===== src/rtl/scp_consts.svh =====
// How it works
// - Bits accepted only while select low
// - Sample serial input on rising clock
// - Commit word on each 24th edge
// - Trailing partial bits discarded, no change
// - Many words per select; read flag carries over
// - Any clock rate up to 20 MHz
// - Write address: A15 zero, A14 one
// - Eight data bits follow the address
// - Read flag blocks writes until cleared
// - Readback shifts D7..D0 out in data phase
// - Output changes on fall, sampled on rise
// - Output high impedance outside readback
// - Reset pulse restores all defaults
// - Reset at most 1000 ns, then wait 100 ns
// - Software reset bit self clears
// - Default 20x; two writes select 40x
// - Host keeps sample rate in limits
// - Sync request high to low starts data
`ifndef SCP_CONSTS_SVH
`define SCP_CONSTS_SVH
`define SCP_WORD_BITS       24
`define SCP_ADDR_BITS       16
`define SCP_RW_BIT          23
`define SCP_A14_BIT         22
`define SCP_ADDR_SWRST      14'h0006
`define SCP_ADDR_FRAME      14'h002b
`define SCP_ADDR_OCTETS     14'h0030
`define SCP_SWRST_BIT       0
`define SCP_RST_SWRST       8'h00
`define SCP_RST_FRAME       8'h00
`define SCP_RST_OCTETS      8'h00
`define SCP_FRAME_40X       8'h01
`define SCP_OCTETS_40X      8'h11
`define SCP_CLK_NS          4
`define SCP_SCLK_MAX_MHZ    20
`define SCP_SCLK_HALF_NS    (500 / `SCP_SCLK_MAX_MHZ)
`define SCP_SCLK_HALF_CYC   ((`SCP_SCLK_HALF_NS + `SCP_CLK_NS - 1) / `SCP_CLK_NS)
`define SCP_RST_MIN_NS      10
`define SCP_RST_MAX_NS      1000
`define SCP_RST_CYC         (`SCP_RST_MAX_NS / `SCP_CLK_NS)
`define SCP_RST_WAIT_NS     100
`define SCP_RST_WAIT_CYC    ((`SCP_RST_WAIT_NS + `SCP_CLK_NS - 1) / `SCP_CLK_NS)
`endif


===== src/rtl/scp_pkg.sv =====
package scp_pkg;
  typedef enum logic [3:0] {
    SCP_H_RESET = 4'b0001,
    SCP_H_WAIT  = 4'b0010,
    SCP_H_IDLE  = 4'b0100,
    SCP_H_SHIFT = 4'b1000
  } scp_host_state_t;
endpackage : scp_pkg


===== src/rtl/scp_if.sv =====
`timescale 1ns/100ps
`default_nettype none
interface scp_if;
  logic serial_select_n;   // Active-low select
  logic sclk;              // Serial clock, host made
  logic serial_in_line;    // Host to device data
  logic serial_out_line;   // Device output value
  logic serial_out_oe;     // Device drives output
  logic hw_reset;          // Active-high device reset
  logic sync_n;            // Sync request, receiver side
  modport dev  (input serial_select_n, sclk, serial_in_line, hw_reset, sync_n,
                output serial_out_line, serial_out_oe);
  modport host (output serial_select_n, sclk, serial_in_line, hw_reset, sync_n,
                input serial_out_line, serial_out_oe);
endinterface : scp_if
`default_nettype wire


===== src/rtl/scp_dev.sv =====
`timescale 1ns/100ps
`default_nettype none
`include "scp_consts.svh"
module scp_dev
  import scp_pkg::*;
(
  input  wire logic       clk,               // 250 MHz clock
  input  wire logic       rst,               // Sync reset, high
  scp_if.dev              link,              // Serial port pins
  output logic            forty_times_format_q, // 40x format active
  output logic            sending_data_q,    // Out of sync mode
  output logic [7:0]      frame_cfg_q,       // Frame register value
  output logic [7:0]      octets_cfg_q       // Octets register value
);
  logic [1:0] sel_s_q, clk_s_q, din_s_q, hrst_s_q, sync_s_q;
  logic       clk_d1_q;
  logic [4:0] cnt_q;
  logic [23:0] shift_q;
  logic       readback_q;
  logic [7:0] rd_q;
  logic       rd_act_q;
  logic [7:0] swrst_q;
  logic       out_q, oe_q, sync_d1_q;
  logic       rise, fall, sel_act, word_done, hrst, soft_rst;
  logic [23:0] word;

  ////////////////////////////////////////////////////////////////////
  // Two-stage synchronisers for all pins
  always_ff @(posedge clk) begin
    sel_s_q  <= {sel_s_q[0], link.serial_select_n};
    clk_s_q  <= {clk_s_q[0], link.sclk};
    din_s_q  <= {din_s_q[0], link.serial_in_line};
    hrst_s_q <= {hrst_s_q[0], link.hw_reset};
    sync_s_q <= {sync_s_q[0], link.sync_n};
    clk_d1_q <= clk_s_q[1];
  end

  // Edges from sampled clock; 20 MHz leaves ~6 cycles per phase
  assign rise    = clk_s_q[1] & ~clk_d1_q;
  assign fall    = ~clk_s_q[1] & clk_d1_q;
  assign sel_act = ~sel_s_q[1];
  assign hrst    = hrst_s_q[1];
  assign soft_rst = swrst_q[`SCP_SWRST_BIT];
  assign word    = {shift_q[22:0], din_s_q[1]};
  assign word_done = sel_act & rise & (cnt_q == 5'(`SCP_WORD_BITS - 1));

  ////////////////////////////////////////////////////////////////////
  // Bit counter and shifter
  always_ff @(posedge clk) begin
    if (rst | hrst | ~sel_act) begin
      cnt_q <= 5'h00;
    end else if (rise) begin
      cnt_q <= word_done ? 5'h00 : cnt_q + 5'h01;
    end
  end

  always_ff @(posedge clk) begin
    if (sel_act & rise) begin
      shift_q <= word;
    end
  end

  // Read flag persists across words until a word clears it
  always_ff @(posedge clk) begin
    if (rst | hrst | soft_rst) begin
      readback_q <= 1'b0;
    end else if (word_done) begin
      readback_q <= word[`SCP_RW_BIT];
    end
  end

  ////////////////////////////////////////////////////////////////////
  // Register file; writes blocked in readback
  always_ff @(posedge clk) begin
    if (rst | hrst | soft_rst) begin
      swrst_q      <= `SCP_RST_SWRST;
      frame_cfg_q  <= `SCP_RST_FRAME;
      octets_cfg_q <= `SCP_RST_OCTETS;
    end else if (word_done & ~word[`SCP_RW_BIT] & ~readback_q
                 & word[`SCP_A14_BIT]) begin
      case (word[21:8])
        `SCP_ADDR_SWRST:  swrst_q      <= word[7:0];
        `SCP_ADDR_FRAME:  frame_cfg_q  <= word[7:0];
        `SCP_ADDR_OCTETS: octets_cfg_q <= word[7:0];
        default:          ;
      endcase
    end
  end

  // Flag tells the sampler side which rate cap applies
  always_ff @(posedge clk) begin
    if (rst) begin
      forty_times_format_q <= 1'b0;
    end else begin
      forty_times_format_q <= (frame_cfg_q == `SCP_FRAME_40X)
                            & (octets_cfg_q == `SCP_OCTETS_40X);
    end
  end

  ////////////////////////////////////////////////////////////////////
  // Readback: address captured at bit 16, data driven on falls
  always_ff @(posedge clk) begin
    if (rst | hrst | ~sel_act) begin
      rd_act_q <= 1'b0;
      rd_q     <= 8'h00;
    end else if (rise & (cnt_q == 5'(`SCP_ADDR_BITS - 1)) & word[15]) begin
      rd_act_q <= 1'b1;
      case (word[13:0])
        `SCP_ADDR_SWRST:  rd_q <= swrst_q;
        `SCP_ADDR_FRAME:  rd_q <= frame_cfg_q;
        `SCP_ADDR_OCTETS: rd_q <= octets_cfg_q;
        default:          rd_q <= 8'h00;
      endcase
    end else if (word_done) begin
      rd_act_q <= 1'b0;
    end else if (rd_act_q & fall & oe_q) begin
      rd_q <= {rd_q[6:0], 1'b0};
    end
  end

  always_ff @(posedge clk) begin
    if (rst | hrst | ~sel_act | ~rd_act_q) begin
      oe_q  <= 1'b0;
      out_q <= 1'b0;
    end else if (fall) begin
      oe_q  <= 1'b1;
      out_q <= oe_q ? rd_q[6] : rd_q[7];
    end
  end
  assign link.serial_out_line = out_q;
  assign link.serial_out_oe   = oe_q;

  ////////////////////////////////////////////////////////////////////
  // Sync request: high keeps comma mode, fall starts data
  always_ff @(posedge clk) begin
    if (rst | hrst) begin
      sync_d1_q      <= 1'b1;
      sending_data_q <= 1'b0;
    end else begin
      sync_d1_q <= sync_s_q[1];
      if (sync_s_q[1]) begin
        sending_data_q <= 1'b0;
      end else if (sync_d1_q) begin
        sending_data_q <= 1'b1;
      end
    end
  end
endmodule : scp_dev
`default_nettype wire


===== src/flat_wrapper.sv =====
// flat-port wrapper written by rule: the top's interface ports become plain ports
module scp_dev_flat import scp_pkg::*;
  (clk, rst, forty_times_format_q, sending_data_q, frame_cfg_q, octets_cfg_q, link_serial_select_n, link_sclk, link_serial_in_line, link_hw_reset, link_sync_n, link_serial_out_line, link_serial_out_oe);
  scp_if link_i ();
  input  wire logic clk;
  input  wire logic rst;
  output logic forty_times_format_q;
  output logic sending_data_q;
  output logic [7:0] frame_cfg_q;
  output logic [7:0] octets_cfg_q;
  input wire logic [$bits(link_i.serial_select_n)-1:0] link_serial_select_n;
  input wire logic [$bits(link_i.sclk)-1:0] link_sclk;
  input wire logic [$bits(link_i.serial_in_line)-1:0] link_serial_in_line;
  input wire logic [$bits(link_i.hw_reset)-1:0] link_hw_reset;
  input wire logic [$bits(link_i.sync_n)-1:0] link_sync_n;
  output wire logic [$bits(link_i.serial_out_line)-1:0] link_serial_out_line;
  output wire logic [$bits(link_i.serial_out_oe)-1:0] link_serial_out_oe;
  assign link_i.serial_select_n = link_serial_select_n;
  assign link_i.sclk = link_sclk;
  assign link_i.serial_in_line = link_serial_in_line;
  assign link_i.hw_reset = link_hw_reset;
  assign link_i.sync_n = link_sync_n;
  assign link_serial_out_line = link_i.serial_out_line;
  assign link_serial_out_oe = link_i.serial_out_oe;
  scp_dev u_core (.clk(clk), .rst(rst), .link(link_i), .forty_times_format_q(forty_times_format_q), .sending_data_q(sending_data_q), .frame_cfg_q(frame_cfg_q), .octets_cfg_q(octets_cfg_q));
endmodule

===== config.mk =====
export PLATFORM = sky130hd
export DESIGN_NAME = scp_dev_flat
export DESIGN_NICKNAME = d
export VERILOG_FILES = /design/src/rtl/scp_pkg.sv /design/src/rtl/scp_if.sv /design/src/rtl/scp_dev.sv /design/src/flat_wrapper.sv
export VERILOG_INCLUDE_DIRS = /design/src /design/src/rtl
export SDC_FILE = /design/constraint.sdc
export NUM_CORES = 1
export LEC_CHECK = 0
export ABC_CLOCK_PERIOD_IN_PS = 2940
export BUFFER_PORTS_ARGS = -buffer_cell sky130_fd_sc_hd__buf_2
export CAP_MARGIN = 20
export CORE_UTILIZATION = 46
export DETAILED_ROUTE_END_ITERATION = 8
export GPL_ROUTABILITY_DRIVEN = 0
export PLACE_DENSITY = 0.64
export SLEW_MARGIN = 30
export SYNTH_ARGS = -nofsm -noshare
export SYNTH_HDL_FRONTEND = slang
export SYNTH_SLANG_ARGS = --single-unit

===== constraint.sdc =====
create_clock -name clk -period 2.94 [get_ports clk]
set_input_delay 0 -clock clk [delete_from_list [all_inputs] [get_ports clk]]
set_output_delay 0 -clock clk [all_outputs]
set_load 0.1 [all_outputs]

# After elaboration in Yosys (flattened, before gate mapping)

Index checks and enable logic that the tools add are counted.

Input bits: 7
Register bits: 78

Reduce and logical (&&, ||, !) cells: 7
Bitwise gates (word level): 22
Multiplexer cells: 8
Eq/ne operators: 11
Add/subtract/negate cells: 1

Operator list:

| kind                                                 | number |
|---|---|
| equality test 14 x 6 -> 1 bit, second input constant | 4 |
| equality test 14 x 3 -> 1 bit, second input constant | 2 |
| two-way mux 8 bit                                    | 3 |
| one-hot mux 8 bit (3 select lines)                   | 1 |
| bitwise AND 1 bit                                    | 12 |
| equality test 8 x 1 -> 1 bit, second input constant  | 1 |
| equality test 8 x 5 -> 1 bit, second input constant  | 1 |
| AND reduction 2 bit                                  | 4 |
| inverter 1 bit                                       | 6 |
| adder 5 x 1 -> 5 bit, second input constant          | 1 |
| equality test 5 x 4 -> 1 bit, second input constant  | 1 |
| equality test 5 bit, second input constant           | 1 |
| two-way mux 5 bit                                    | 1 |
| OR 1 bit                                             | 4 |
| nonzero test 2 bit                                   | 2 |
| two-way mux 1 bit                                    | 3 |
| != test 2 bit, second input constant                 | 1 |
| OR reduction 2 bit                                   | 1 |

# Longest topological paths before layout

Gate-level depths: netlist of the first run.

Depth in word-level cells: 8
Mapped depth: 9
Depth with buffers taken out: 7

# Worst setup path after synthesis of the first run

Ideal clock, no wire load.

Path type: register -> register
Start point: reg u_core.clk_s_q[1]
End point: reg u_core.frame_cfg_q[2]
Clock period less this slack: 2,888 ps
Path buffers: 0
Cell stages (with the launch flop): 6
Setup time: 128 ps
Data required time: 2,812 ps
Data arrival time: 2,760 ps
Path slack: 52 ps
Path through: dfxtp_1 -> nor3b_2 -> nand3_1 -> nor3_2 -> mux2i_1 -> nor2_1

Word-level cells in the longest chain between the ends: 7

Ends and longest elaborated chain:

| element                        | RTL line      | RTL |
|---|---|---|
| start, declared                | scp_dev.sv:15 | `logic [1:0] sel_s_q, clk_s_q, din_s_q, hrst_s_q, sync_s_q;` |
| start signal, assigned         | scp_dev.sv:31 | `clk_s_q <= {clk_s_q[0], link.sclk};` |
| bitwise AND 1 bit              | scp_dev.sv:39 | `assign rise = clk_s_q[1] & ~clk_d1_q;` |
| bitwise AND 1 bit (2 in a row) | scp_dev.sv:45 | `` assign word_done = sel_act & rise & (cnt_q == 5'(`SCP_WORD_BITS - 1)); `` |
| bitwise AND 1 bit (3 in a row) | scp_dev.sv:79 | `` end else if (word_done & ~word[`SCP_RW_BIT] & ~readback_q `` |
| AND reduction 2 bit (no line)  | --            |  |
| end signal, assigned           | scp_dev.sv:77 | `` frame_cfg_q <= `SCP_RST_FRAME; `` |
| end signal, assigned           | scp_dev.sv:83 | `` `SCP_ADDR_FRAME: frame_cfg_q <= word[7:0]; `` |
| end, declared                  | scp_dev.sv:12 | `output logic [7:0] frame_cfg_q,` |

No other way between the ends.
A chain may end at the register's enable or synchronous reset.

# Worst setup path after layout of the first run

Start point: reg u_core.shift_q[6]
End point: reg u_core.rd_q[1]

Word-level cells in the longest chain between the ends: 3
Elaborated cells between the ends (all ways): 5

Ends and longest elaborated chain:

| element                                                                               | RTL line       | RTL |
|---|---|---|
| start, declared                                                                       | scp_dev.sv:18  | `logic [23:0] shift_q;` |
| start signal, assigned                                                                | scp_dev.sv:59  | `shift_q <= word;` |
| equality test 14 x 6 -> 1 bit / equality test 14 x 3 -> 1 bit (equally long branches) | scp_dev.sv:108 | `case (word[13:0])` |
| one-hot mux 8 bit (3 select lines) *                                                  | scp_dev.sv:108 |  |
| two-way mux 8 bit *                                                                   | scp_dev.sv:106 | `` end else if (rise & (cnt_q == 5'(`SCP_ADDR_BITS - 1)) & word[15]) begin `` |
| end signal, assigned                                                                  | scp_dev.sv:109 | `` `SCP_ADDR_SWRST: rd_q <= swrst_q; `` |
| end signal, assigned                                                                  | scp_dev.sv:110 | `` `SCP_ADDR_FRAME: rd_q <= frame_cfg_q; `` |
| end signal, assigned                                                                  | scp_dev.sv:111 | `` `SCP_ADDR_OCTETS: rd_q <= octets_cfg_q; `` |
| end, declared                                                                         | scp_dev.sv:20  | `logic [7:0] rd_q;` |

Mark *: on every way between the ends. The rest lies on a longest branch, timed or not.

==> key figures, run 1 <==
Clock tree
  – CTS sink count: 78
  – Clk pin slew, worst setup/hold paths: 0.09 ns
  – Max Root-Sink Buffers: 2
  – TritonCTS buffer count: 9
  – CTS resizes: 0
  – TritonCTS clock tree: built
  – Clk_lat worst skew: 0.36 ns
  – H-tree level count: 3
  – Clock Root Buffer: clkbuf_8

Floorplanning
  – Die outline area: 0.006858 mm2
  – Starting density of the core: 47.58%
  – Placeable core region: 0.006314 mm2
  – Overall die height: 82.81 um
  – Die outline width: 82.81 um
  – Rows: 29
  – I/O pin cnt: 27

Logic synthesis
  – Post-synth top flop: dfxtp_1
  – Yosys top cell area share: 36.65%
  – Count of flip-flops with a built-in enable after synthesis: 23
  – Cell area after synthesis: 0.003004 mm2
  – Seq cells post-synth: 78
  – Post-synthesis instance total: 264
  – Yosys top cell by area: dfxtp_1
  – Fraction of registers with async set or reset after synthesis: 0%
  – Top cells by area, synth: dfxtp_1 (37%), edfxtp_1 (23%), mux2i_1 (8.0%), nor2_1 (5.0%), o21ai_0 (2.5%)
  – Library cells used by synthesis: 37
  – Sequential fraction of the synthesis area: 59.64%
  – Synthesized area divided by synthesized cell count: 11.38 um2
  – Synth warn: 0
  – Net count after synthesis: 273

Routing
  – Vias after detailed routing: 2159
  – Post-route DRC: 0
  – Antenna violation net count after detailed routing: 0
  – DRT Wirelength: 6479 um
  – Routed WL per cell: 16.78 um
  – Via density: 5.593
  – DRC marker count from the first detailed-route iteration: 203
  – Drt pass-1 iters: 4

Worst setup path
  – Setup slack, reg-to-reg: 0.59 ns
  – Cell at the slowest stage of the critical path: or4_1
  – Crit path depth: 5
  – Kind of cell adding the most delay to the critical path: compound AO/OA/AOI/OAI gates
  – Nature of the critical path endpoint: flip-flop
  – Buffers and inverters on the worst path: 0
  – Largest driver fanout on the critical path: 9
  – Crit path from: u_core.shift_q[6]
  – Startpoint types: flip-flop
  – R2r startpoint: u_core.shift_q[6]
  – Largest stage delay, worst path: 0.70 ns
  – Required time reported for the critical path endpoint: 3.23 ns
  – Data arrival at the endpoint of the critical path: 2.64 ns
  – R2R cell count: 5
  – List of cells traversed by the critical path: or4_1 > o21bai_4 > a2111oi_4 > a221oi_1 > nor2_1
  – Crit Path Category: flip-flop to flip-flop

Global routing
  – First-pass GRT wire length: 10670 um
  – Number of antenna violations at the first check in global routing: 0
  – Pin count of the biggest net entering global routing: 26
  – GRT Overall Usage: 20.17%
  – Most crowded layer after global routing: met1
  – Met1 routing resource usage after global routing: 28.76%
  – Met2 layer usage reported by global route: 28.24%
  – Met3 Track Usage GR: 6.759%
  – Total overflow reported by the global router: 0
  – Vias in the first global route: 2053

Placed design
  – Placed wire-length estimate after detailed placement: 4329 um
  – Worst setup slack after placement: 0.6076 ns
  – Count of placed standard cells including taps: 364
  – PortBufs: 26

STA
  – Clock period minus worst slack: 2.350 ns
  – Transition at the pin with the smallest max-transition slack: 0.8673 ns
  – Final critical-path share of the clock period: 79.94%
  – Max Fclk: 425.5 MHz
  – Unrepaired setup endpoints after global routing: no
  – Sum of negative setup slack: 0 ns
  – Minimum setup slack in the final design: 0.5897 ns
  – Final hold vios: 0
  – Largest clock skew in the final design: 0.01555 ns
  – Setup violation total in the final timing report: 0
  – Number of max-slew violations in the final report: 0
  – Rel. slew slack: 42.18%

Cells and area
  – Number of nets in the layout: 313
  – FILL cells: 585
  – Antenna diodes: 0
  – Commonest non-fill, non-tap cells in the layout: dfxtp_1 (55), nor2_1 (40), buf_2 (26)
  – Synth-to-layout area growth: 16.12%
  – Share of final-layout standard cells stronger than drive strength 1: 18.12%
  – Final Instance Count excl. Fillers: 386
  – Most common cell after layout, fill and taps aside: dfxtp_1

Pwr
  – Leakage: 1.196 nW
  – Power Total: 1.928 mW
  – Maximum VDD drop: 0.0002975 V
  – Power density over the cells: 552.6 mW/mm2

Hold path
  – Hold Crit Class: input port to flip-flop
  – Cells on Worst Hold Path: 2
  – Hold path start: link_serial_select_n

Flow run
  – Number of maximum-capacitance violations: 0

Run status
  – Outcome: complete, no violations
-- final timing paths --
path | to
max | u_core.rd_q[1]
min | u_core.sel_s_q[0]
max reg2reg | u_core.rd_q[1]
min reg2reg | u_core.sel_s_q[1]
-- sequential cells by signal (all words and copies together) (netlist names) --
signal,cells
u_core.clk_d1_q,1
u_core.clk_s_q,2
u_core.cnt_q,5
u_core.din_s_q,2
u_core.forty_times_format_q,1
u_core.frame_cfg_q,8
u_core.hrst_s_q,2
u_core.link.serial_out_line,1
u_core.link.serial_out_oe,1
u_core.octets_cfg_q,8
u_core.rd_act_q,1
u_core.rd_q,8
u_core.readback_q,1
u_core.sel_s_q,2
u_core.sending_data_q,1
u_core.shift_q,23
u_core.swrst_q,8
u_core.sync_d1_q,1
u_core.sync_s_q,2
-- layout make-up --
| type | instances | area, um2 | share of cell area, % |
|---|---|---|---|
| clock buffer | 10 | 137.6 | 3.945 |
| clock inverter | 6 | 45.04 | 1.291 |
| inverter | 2 | 7.507 | 0.2152 |
| multi-input combinational | 174 | 1167 | 33.46 |
| sequential | 78 | 1792 | 51.36 |
| tap | 77 | 96.34 | 2.762 |
| timing repair buffer | 39 | 242.7 | 6.958 |
-- what timing repair did --
action,CTS,global route
hold buffers,6,0
setup buffers,0,0
hold endpoints to repair,7,0
-- worst register-to-register path: cells and delay by family, from the launching register on --
kind	cells	cell delay, ns
AOI/OAI and AO/OA	3	0.97
DFF	1	0.49
and+or+nand+nor	2	0.82
-- kinds of logic after synthesis --
logic type | count (synthesis) | share of synthesized area [%]
AO/OA/AOI/OAI | 39 | 9.413
XOR/XNOR | 2 | 0.5832
adder cells (fa/ha/maj) | 2 | 0.8329
buffers and inverters | 12 | 1.708
flip-flops | 78 | 59.64
multiplexers | 24 | 7.997
AND/OR/NAND/NOR | 107 | 19.83
-- cells in the mapped netlist, types with 3 or more instances --
master	number
a21oi_1	5
nor3_1	6
or3_1	5
nor4bb_1	3
nand4_1	3
nor4_1	5
nand3_1	14
clkbuf_1	7
mux2i_1	24
nand2_1	10
edfxtp_1	23
nor4b_1	6
o21ai_0	15
nor2_1	40
dfxtp_1	55
a221oi_1	7
a22oi_1	9
-- metal layers --
| layer | vias up | wire (um) |
|---|---|---|
| li1 | 1058 | - |
| met5 | - | 0 |
| met1 | 1034 | 3192 |
| met2 | 58 | 2844 |
| met3 | 9 | 380 |
| met4 | 0 | 61 |
-- per-stage QoR --
stage	instance area [um2]	utilization, %	hold WS (ns)
floorplan	3004	-	0.02772
global placement	3246	51.41	0.1019
detailed placement	3246	51.41	0.1050
CTS	3488	55.25	0.2568
global route	3488	55.25	0.2634
finish	3488	55.25	0.2768
-- where the power goes --
part	internal [mW]	switching (mW)
Combinational	0.0175	0.0282
Sequential	1.12	0.0158
Clock	0.334	0.411
Total	1.47	0.455
Power figures use the tool's default switching activity.
==> run 2: changes to the inputs <==
--- a/config.mk
+++ b/config.mk
@@ -6,13 +6,13 @@
 export SDC_FILE = /design/constraint.sdc
 export NUM_CORES = 1
 export LEC_CHECK = 0
-export ABC_CLOCK_PERIOD_IN_PS = 2940
+export ABC_CLOCK_PERIOD_IN_PS = 2300
 export BUFFER_PORTS_ARGS = -buffer_cell sky130_fd_sc_hd__buf_2
 export CAP_MARGIN = 20
 export CORE_UTILIZATION = 46
 export DETAILED_ROUTE_END_ITERATION = 8
 export GPL_ROUTABILITY_DRIVEN = 0
-export PLACE_DENSITY = 0.64
+export PLACE_DENSITY = 0.61
 export SLEW_MARGIN = 30
 export SYNTH_ARGS = -nofsm -noshare
 export SYNTH_HDL_FRONTEND = slang
==> constraint.sdc (replaced) <==
create_clock -name clk -period 2.3 [get_ports clk]
set_input_delay 0 -clock clk [delete_from_list [all_inputs] [get_ports clk]]
set_output_delay 0 -clock clk [all_outputs]
set_load 0.1 [all_outputs]
==> run 2 against run 1 <==
Worst hold slack improved by 0.010 ns. Cell count increased by 1.3%. Cell area increased by 2.0%. Critical path depth unchanged. Combinational power increased by 36%. Non-clock buffer count increased by 5. Sequential share of layout area decreased by 1.0 points. Utilization increased by 1.1 points. First-iteration DRC count decreased by 26%. Clock skew increased by 0.00072 ns. Largest cell class unchanged.
==> key figures, run 2 (synthesized netlist as in run 1, its figures left out) <==
Global routing
  – Number of antenna violations at the first check in global routing: 0 (unchanged)
  – Vias in the first global route: 2027 (-1.3%)
  – Pin count of the biggest net entering global routing: 26 (unchanged)
  – Total overflow reported by the global router: 0 (unchanged)
  – GRT Overall Usage: 19.09% (-1.1 points)
  – First-pass GRT wire length: 10340 um (-3.0%)

Pwr
  – Leakage: 1.255 nW (+4.9%)
  – Power Total: 2.500 mW (+30%)
  – Power density over the cells: 702.5 mW/mm2 (+27%)
  – Maximum VDD drop: 0.0006219 V (+110%)

STA
  – Worst hold margin: 0.2868 ns (+0.009968 ns)
  – Final hold vios: 0 (unchanged)
  – Unrepaired setup endpoints after global routing: no
  – Clock period minus worst slack: 2.148 ns (-0.2028 ns)
  – Minimum setup slack in the final design: 0.1525 ns (-0.4372 ns)
  – Rel. slew slack: 52.46% (+10 points)
  – Transition at the pin with the smallest max-transition slack: 0.7077 ns (-0.1596 ns)
  – Number of max-slew violations in the final report: 0 (unchanged)
  – Setup violation total in the final timing report: 0 (unchanged)
  – Max Fclk: 465.7 MHz (+9.4%)
  – Sum of negative setup slack: 0 ns (unchanged)
  – Largest clock skew in the final design: 0.01626 ns (+0.0007169 ns)
  – Final critical-path share of the clock period: 93.37% (+13 points)

Routing
  – DRT Wirelength: 6328 um (-2.3%)
  – DRC marker count from the first detailed-route iteration: 150 (-26%)
  – Drt pass-1 iters: 4 (unchanged)
  – Routed WL per cell: 16.18 um (-3.6%)
  – Vias after detailed routing: 2170 (+0.51%)
  – Via density: 5.550 (-0.78%)
  – Post-route DRC: 0 (unchanged)
  – Antenna violation net count after detailed routing: 0 (unchanged)

Cells and area
  – Antenna diodes: 0 (unchanged)
  – Max reg flops: 23 (unchanged)
  – Number of nets in the layout: 318 (+1.6%)
  – Most common cell after layout, fill and taps aside: dfxtp_1
  – Synth-to-layout area growth: 18.45%
  – Most flop-heavy register: u_core.shift_q
  – Final Instance Count excl. Fillers: 391 (+1.3%)
  – FILL cells: 571 (-2.4%)
  – Fin area: 0.003558 mm2 (+2.0%)
  – Utilization after layout: 56.36% (+1.1 points)
  – Share of final-layout standard cells stronger than drive strength 1: 19.43% (+1.3 points)
  – Commonest non-fill, non-tap cells in the layout: dfxtp_1 (55), nor2_1 (40), buf_2 (26)

Floorplanning
  – I/O pin cnt: 27 (unchanged)
  – Die outline width: 82.81 um (unchanged)
  – Overall die height: 82.81 um (unchanged)
  – Die outline area: 0.006858 mm2 (unchanged)
  – Placeable core region: 0.006314 mm2 (unchanged)
  – Starting density of the core: 47.58% (unchanged)
  – Rows: 29 (unchanged)

Clock tree
  – Max Root-Sink Buffers: 2 (unchanged)
  – Clock Root Buffer: clkbuf_8
  – CTS sink count: 78 (unchanged)
  – H-tree level count: 3 (unchanged)
  – Clk_lat worst skew: 0.35 ns (about the same)
  – Clk pin slew, worst setup/hold paths: 0.09 ns (about the same)
  – TritonCTS clock tree: built
  – TritonCTS buffer count: 9 (unchanged)

Worst setup path
  – Data arrival at the endpoint of the critical path: 2.43 ns (-0.21 ns)
  – Crit Path Category: flip-flop to flip-flop
  – Largest driver fanout on the critical path: 8 (-1)
  – Startpoint types: flip-flop
  – R2r startpoint: u_core.shift_q[2]
  – Crit path from: u_core.shift_q[2]
  – Required time reported for the critical path endpoint: 2.58 ns (-0.65 ns)
  – Nature of the critical path endpoint: flip-flop

Run status
  – Outcome: complete, no violations

Placed design
  – Placed wire-length estimate after detailed placement: 4363 um (+0.78%)
  – PortBufs: 26 (unchanged)
  – Worst setup slack after placement: 0.1711 ns (-0.4365 ns)
  – Cell area after placement: 0.003308 mm2 (+1.9%)
  – Count of placed standard cells including taps: 369 (+1.4%)

Flow run
  – Number of maximum-capacitance violations: 0 (unchanged)

Hold path
  – Hold Crit Class: input port to flip-flop
  – Hold path start: link_hw_reset
==> run 2: cell types whose count changed in the layout (fill, tap and decap cells not counted), sizes merged <==
cell / delta
buf: +5
inv: -1
bufinv: +1
==> run 2: path summary, 6_finish.rpt <==
| kind | endpoint | slack (ns) | depth (start not counted) |
|---|---|---|---|
| setup / recovery | u_core.rd_q[7] | 0.15 | 5 |
| hold / removal | u_core.hrst_s_q[0] | 0.29 | 2 |
| setup reg to reg | u_core.rd_q[7] | 0.15 | 5 |
| hold reg to reg | u_core.din_s_q[1] | 0.33 | 0 |
==> run 2: worst max-delay path: stages (launching register included) <==
cell	delay [ns]
edfxtp_1	0.49
or4_1	0.52
o21bai_4	0.20
a2111oi_4	0.59
a221oi_1	0.16
nor2_1	0.12
==> run 2: timing repair <==
item / CTS / global route
resized for setup: 0 / 0
hold buffers: 6 / 0
setup buffers: 0 / 0
endpoints found under the hold margin: 6 / 0
==> run 2: final cells by class <==
cell class	count	area, um2	area share [%]
clock buffer	10	127.6	3.586
clock inverter	6	62.56	1.758
inverter	2	7.507	0.2110
multi-input combinational	174	1192	33.51
sequential	78	1792	50.35
tap	77	96.34	2.707
timing repair buffer	44	280.3	7.876
==> run 2: routing by layer <==
metal	vias to the layer above	GRT usage, %	routed length, um
met5	-	0	0
met4	0	6.740	62
li1	1075	-	-
met3	9	4.871	354
met1	1028	28.38	3211
met2	58	26.83	2699
==> run 2: where the power goes <==
group          internal (mW)  switching (mW)
Combinational         0.0249          0.0375
Sequential              1.43          0.0192
Clock                  0.500           0.485
==> run 3: changes to the inputs <==
--- a/config.mk
+++ b/config.mk
@@ -9,6 +9,7 @@
 export ABC_CLOCK_PERIOD_IN_PS = 2300
 export BUFFER_PORTS_ARGS = -buffer_cell sky130_fd_sc_hd__buf_2
 export CAP_MARGIN = 20
+export CORE_MARGIN = 4
 export CORE_UTILIZATION = 46
 export DETAILED_ROUTE_END_ITERATION = 8
 export GPL_ROUTABILITY_DRIVEN = 0
==> run 3 against run 2 <==
Clock skew shrank 0.0081 ns. Sequential power is essentially flat. First-iteration DRC count grew 11%. Combinational power grew 0.8%. Largest power group unchanged. Critical path depth is the same. Critical endpoint is now u_core.rd_q[2]. Critical path type unchanged.
==> key figures, run 3 (synthesized netlist as in run 1, its figures left out) <==
Run status
  – Outcome: complete, no violations

Worst setup path
  – Largest driver fanout on the critical path: 8 (unchanged)
  – Largest stage delay, worst path: 0.58 ns (about the same)
  – Crit Path Category: flip-flop to flip-flop
  – Cell at the slowest stage of the critical path: a2111oi_4
  – List of cells traversed by the critical path: or4_1 > o21bai_4 > a2111oi_4 > a221oi_1 > nor2_1
  – Nature of the critical path endpoint: flip-flop
  – Data arrival at the endpoint of the critical path: 2.41 ns (-0.02 ns)
  – Required time reported for the critical path endpoint: 2.57 ns (about the same)
  – Startpoint types: flip-flop

Clock tree
  – CTS resizes: 0 (unchanged)
  – TritonCTS buffer count: 9 (unchanged)
  – Max Root-Sink Buffers: 2 (unchanged)
  – Clk_lat worst skew: 0.34 ns (about the same)
  – H-tree level count: 3 (unchanged)
  – Clk pin slew, worst setup/hold paths: 0.08 ns (about the same)
  – Clock Root Buffer: clkbuf_8
  – Count of buffers added by post-CTS timing repair for setup: 0 (unchanged)
  – CTS sink count: 78 (unchanged)
  – TritonCTS clock tree: built

STA
  – Rel. slew slack: 57.36% (+4.9 points)
  – Max Fclk: 467.7 MHz (+0.45%)
  – Number of max-slew violations in the final report: 0 (unchanged)
  – Sum of negative setup slack: 0 ns (unchanged)
  – Final hold vios: 0 (unchanged)
  – Final critical-path share of the clock period: 92.95% (-0.42 points)
  – Clock period minus worst slack: 2.138 ns (-0.009591 ns)
  – Setup violation total in the final timing report: 0 (unchanged)
  – Unrepaired setup endpoints after global routing: no
  – Largest clock skew in the final design: 0.008175 ns (-0.008087 ns)
  – Transition at the pin with the smallest max-transition slack: 0.6347 ns (-0.07299 ns)

Pwr
  – Switching pwr: 0.5495 mW (+1.5%)
  – Cell-internal power: 1.959 mW (about the same)
  – Maximum VDD drop: 0.0004371 V (-30%)
  – Power density over the cells: 704.8 mW/mm2 (+0.34%)
  – Portion of total power attributed to sequential cells: 57.9% (-0.2 points)
  – Switching share of total power: 21.91% (+0.25 points)
  – Leakage: 1.255 nW (about the same)
  – Power share of the clock group: 39.6% (+0.2 points)
  – Power Total: 2.508 mW (+0.34%)
  – Comb power frac: 2.5% (about the same)

Floorplanning
  – Rows: 29 (unchanged)
  – Placeable core region: 0.006350 mm2 (+0.57%)
  – Die outline area: 0.007887 mm2 (+15%)
  – Die outline width: 88.81 um (+7.2%)
  – Overall die height: 88.81 um (+7.2%)
  – I/O pin cnt: 27 (unchanged)
  – Starting density of the core: 47.31% (-0.27 points)

Cells and area
  – Fin area: 0.003558 mm2 (unchanged)
  – Number of nets in the layout: 318 (unchanged)
  – Most flop-heavy register: u_core.shift_q
  – Max reg flops: 23 (unchanged)
  – Share of final-layout standard cells stronger than drive strength 1: 19.43% (unchanged)
  – Antenna diodes: 0 (unchanged)
  – Utilization after layout: 56.04% (-0.32 points)
  – FILL cells: 530 (-7.2%)
  – Commonest non-fill, non-tap cells in the layout: dfxtp_1 (55), nor2_1 (40), buf_2 (26)
  – Synth-to-layout area growth: 18.45% (unchanged)
  – Most common cell after layout, fill and taps aside: dfxtp_1

Global routing
  – GRT Overall Usage: 18.29% (-0.80 points)
  – Pin count of the biggest net entering global routing: 26 (unchanged)
  – Vias in the first global route: 2140 (+5.6%)
  – Total overflow reported by the global router: 0 (unchanged)
  – First-pass GRT wire length: 10830 um (+4.7%)
  – Number of antenna violations at the first check in global routing: 0 (unchanged)

Flow run
  – Number of maximum-capacitance violations: 0 (unchanged)

Placed design
  – PortBufs: 26 (unchanged)
  – Placed wire-length estimate after detailed placement: 4556 um (+4.4%)
  – Cell area after placement: 0.003308 mm2 (unchanged)

Routing
  – Drt pass-1 iters: 4 (unchanged)
  – Post-route DRC: 0 (unchanged)
  – DRC marker count from the first detailed-route iteration: 167 (+11%)
  – Via density: 5.512 (-0.69%)
  – Routed WL per cell: 16.84 um (+4.1%)
  – Vias after detailed routing: 2155 (-0.69%)
  – Antenna violation net count after detailed routing: 0 (unchanged)
  – DRT Wirelength: 6585 um (+4.1%)

Hold path
  – Hold Crit Class: input port to flip-flop
==> run 3: cell counts in the layout (fill, tap and decap cells not counted) <==
Identical to the previous run, type by type.
==> run 3: per-stage QoR <==
step	setup slack (ns)	std cells	hold slack, ns
6_report	0.1621	391	0.2939
2_1_floorplan	0.01784	264	0.02772
3_5_place_dp	0.2144	369	0.1048
5_1_grt	0.02938	391	0.2864
4_1_cts	0.1846	391	0.2725
3_3_place_gp	0.2388	369	0.1025
==> run 3: critical path: cells and delay by family, from the launching register on <==
family,cells,cell delay (ns)
AOI/OAI and AO/OA,3,0.95
DFF,1,0.46
and+or+nand+nor,2,0.67
==> run 3: power by group through the flow <==
stage	Clock [mW]	Combinational, mW	Sequential [mW]
after floorplan	0	0.0316	1.48
after global placement	0	0.0559	1.48
after detailed placement	0	0.0557	1.48
after CTS	1.02	0.0634	1.45
after global routing	1.08	0.0692	1.46
final	0.993	0.0628	1.45
==> run 3: worst paths after layout <==
check	start	endpoint	slack [ns]	depth (start not counted)
worst max register to register	u_core.shift_q[2]	u_core.rd_q[2]	0.16	5
worst min register to register	u_core.hrst_s_q[0]	u_core.hrst_s_q[1]	0.33	0
worst min-delay path	link_serial_select_n	u_core.sel_s_q[0]	0.29	2
worst max-delay path	u_core.shift_q[2]	u_core.rd_q[2]	0.16	5
==> run 3: area by class of cell <==
cell class	count	area (um2)	area share [%]
clock buffer	10	127.6	3.586
clock inverter	6	62.56	1.758
inverter	2	7.507	0.2110
multi-input combinational	174	1192	33.51
sequential	78	1792	50.35
tap	77	96.34	2.707
timing repair buffer	44	280.3	7.876
==> run 3: routing by layer <==
metal	up-vias	global-route usage [%]	part of all wire, %
li1	1074	-	-
met1	1023	26.91	51
met2	48	25.71	43
met3	10	3.352	4.5
met4	0	8.791	1.6
met5	-	0	0
==> run 3: what timing repair did <==
item	4_1_cts	5_1_grt
endpoints found under the hold margin	7	0
hold buffers	6	0
endpoints found under the setup margin	0	3
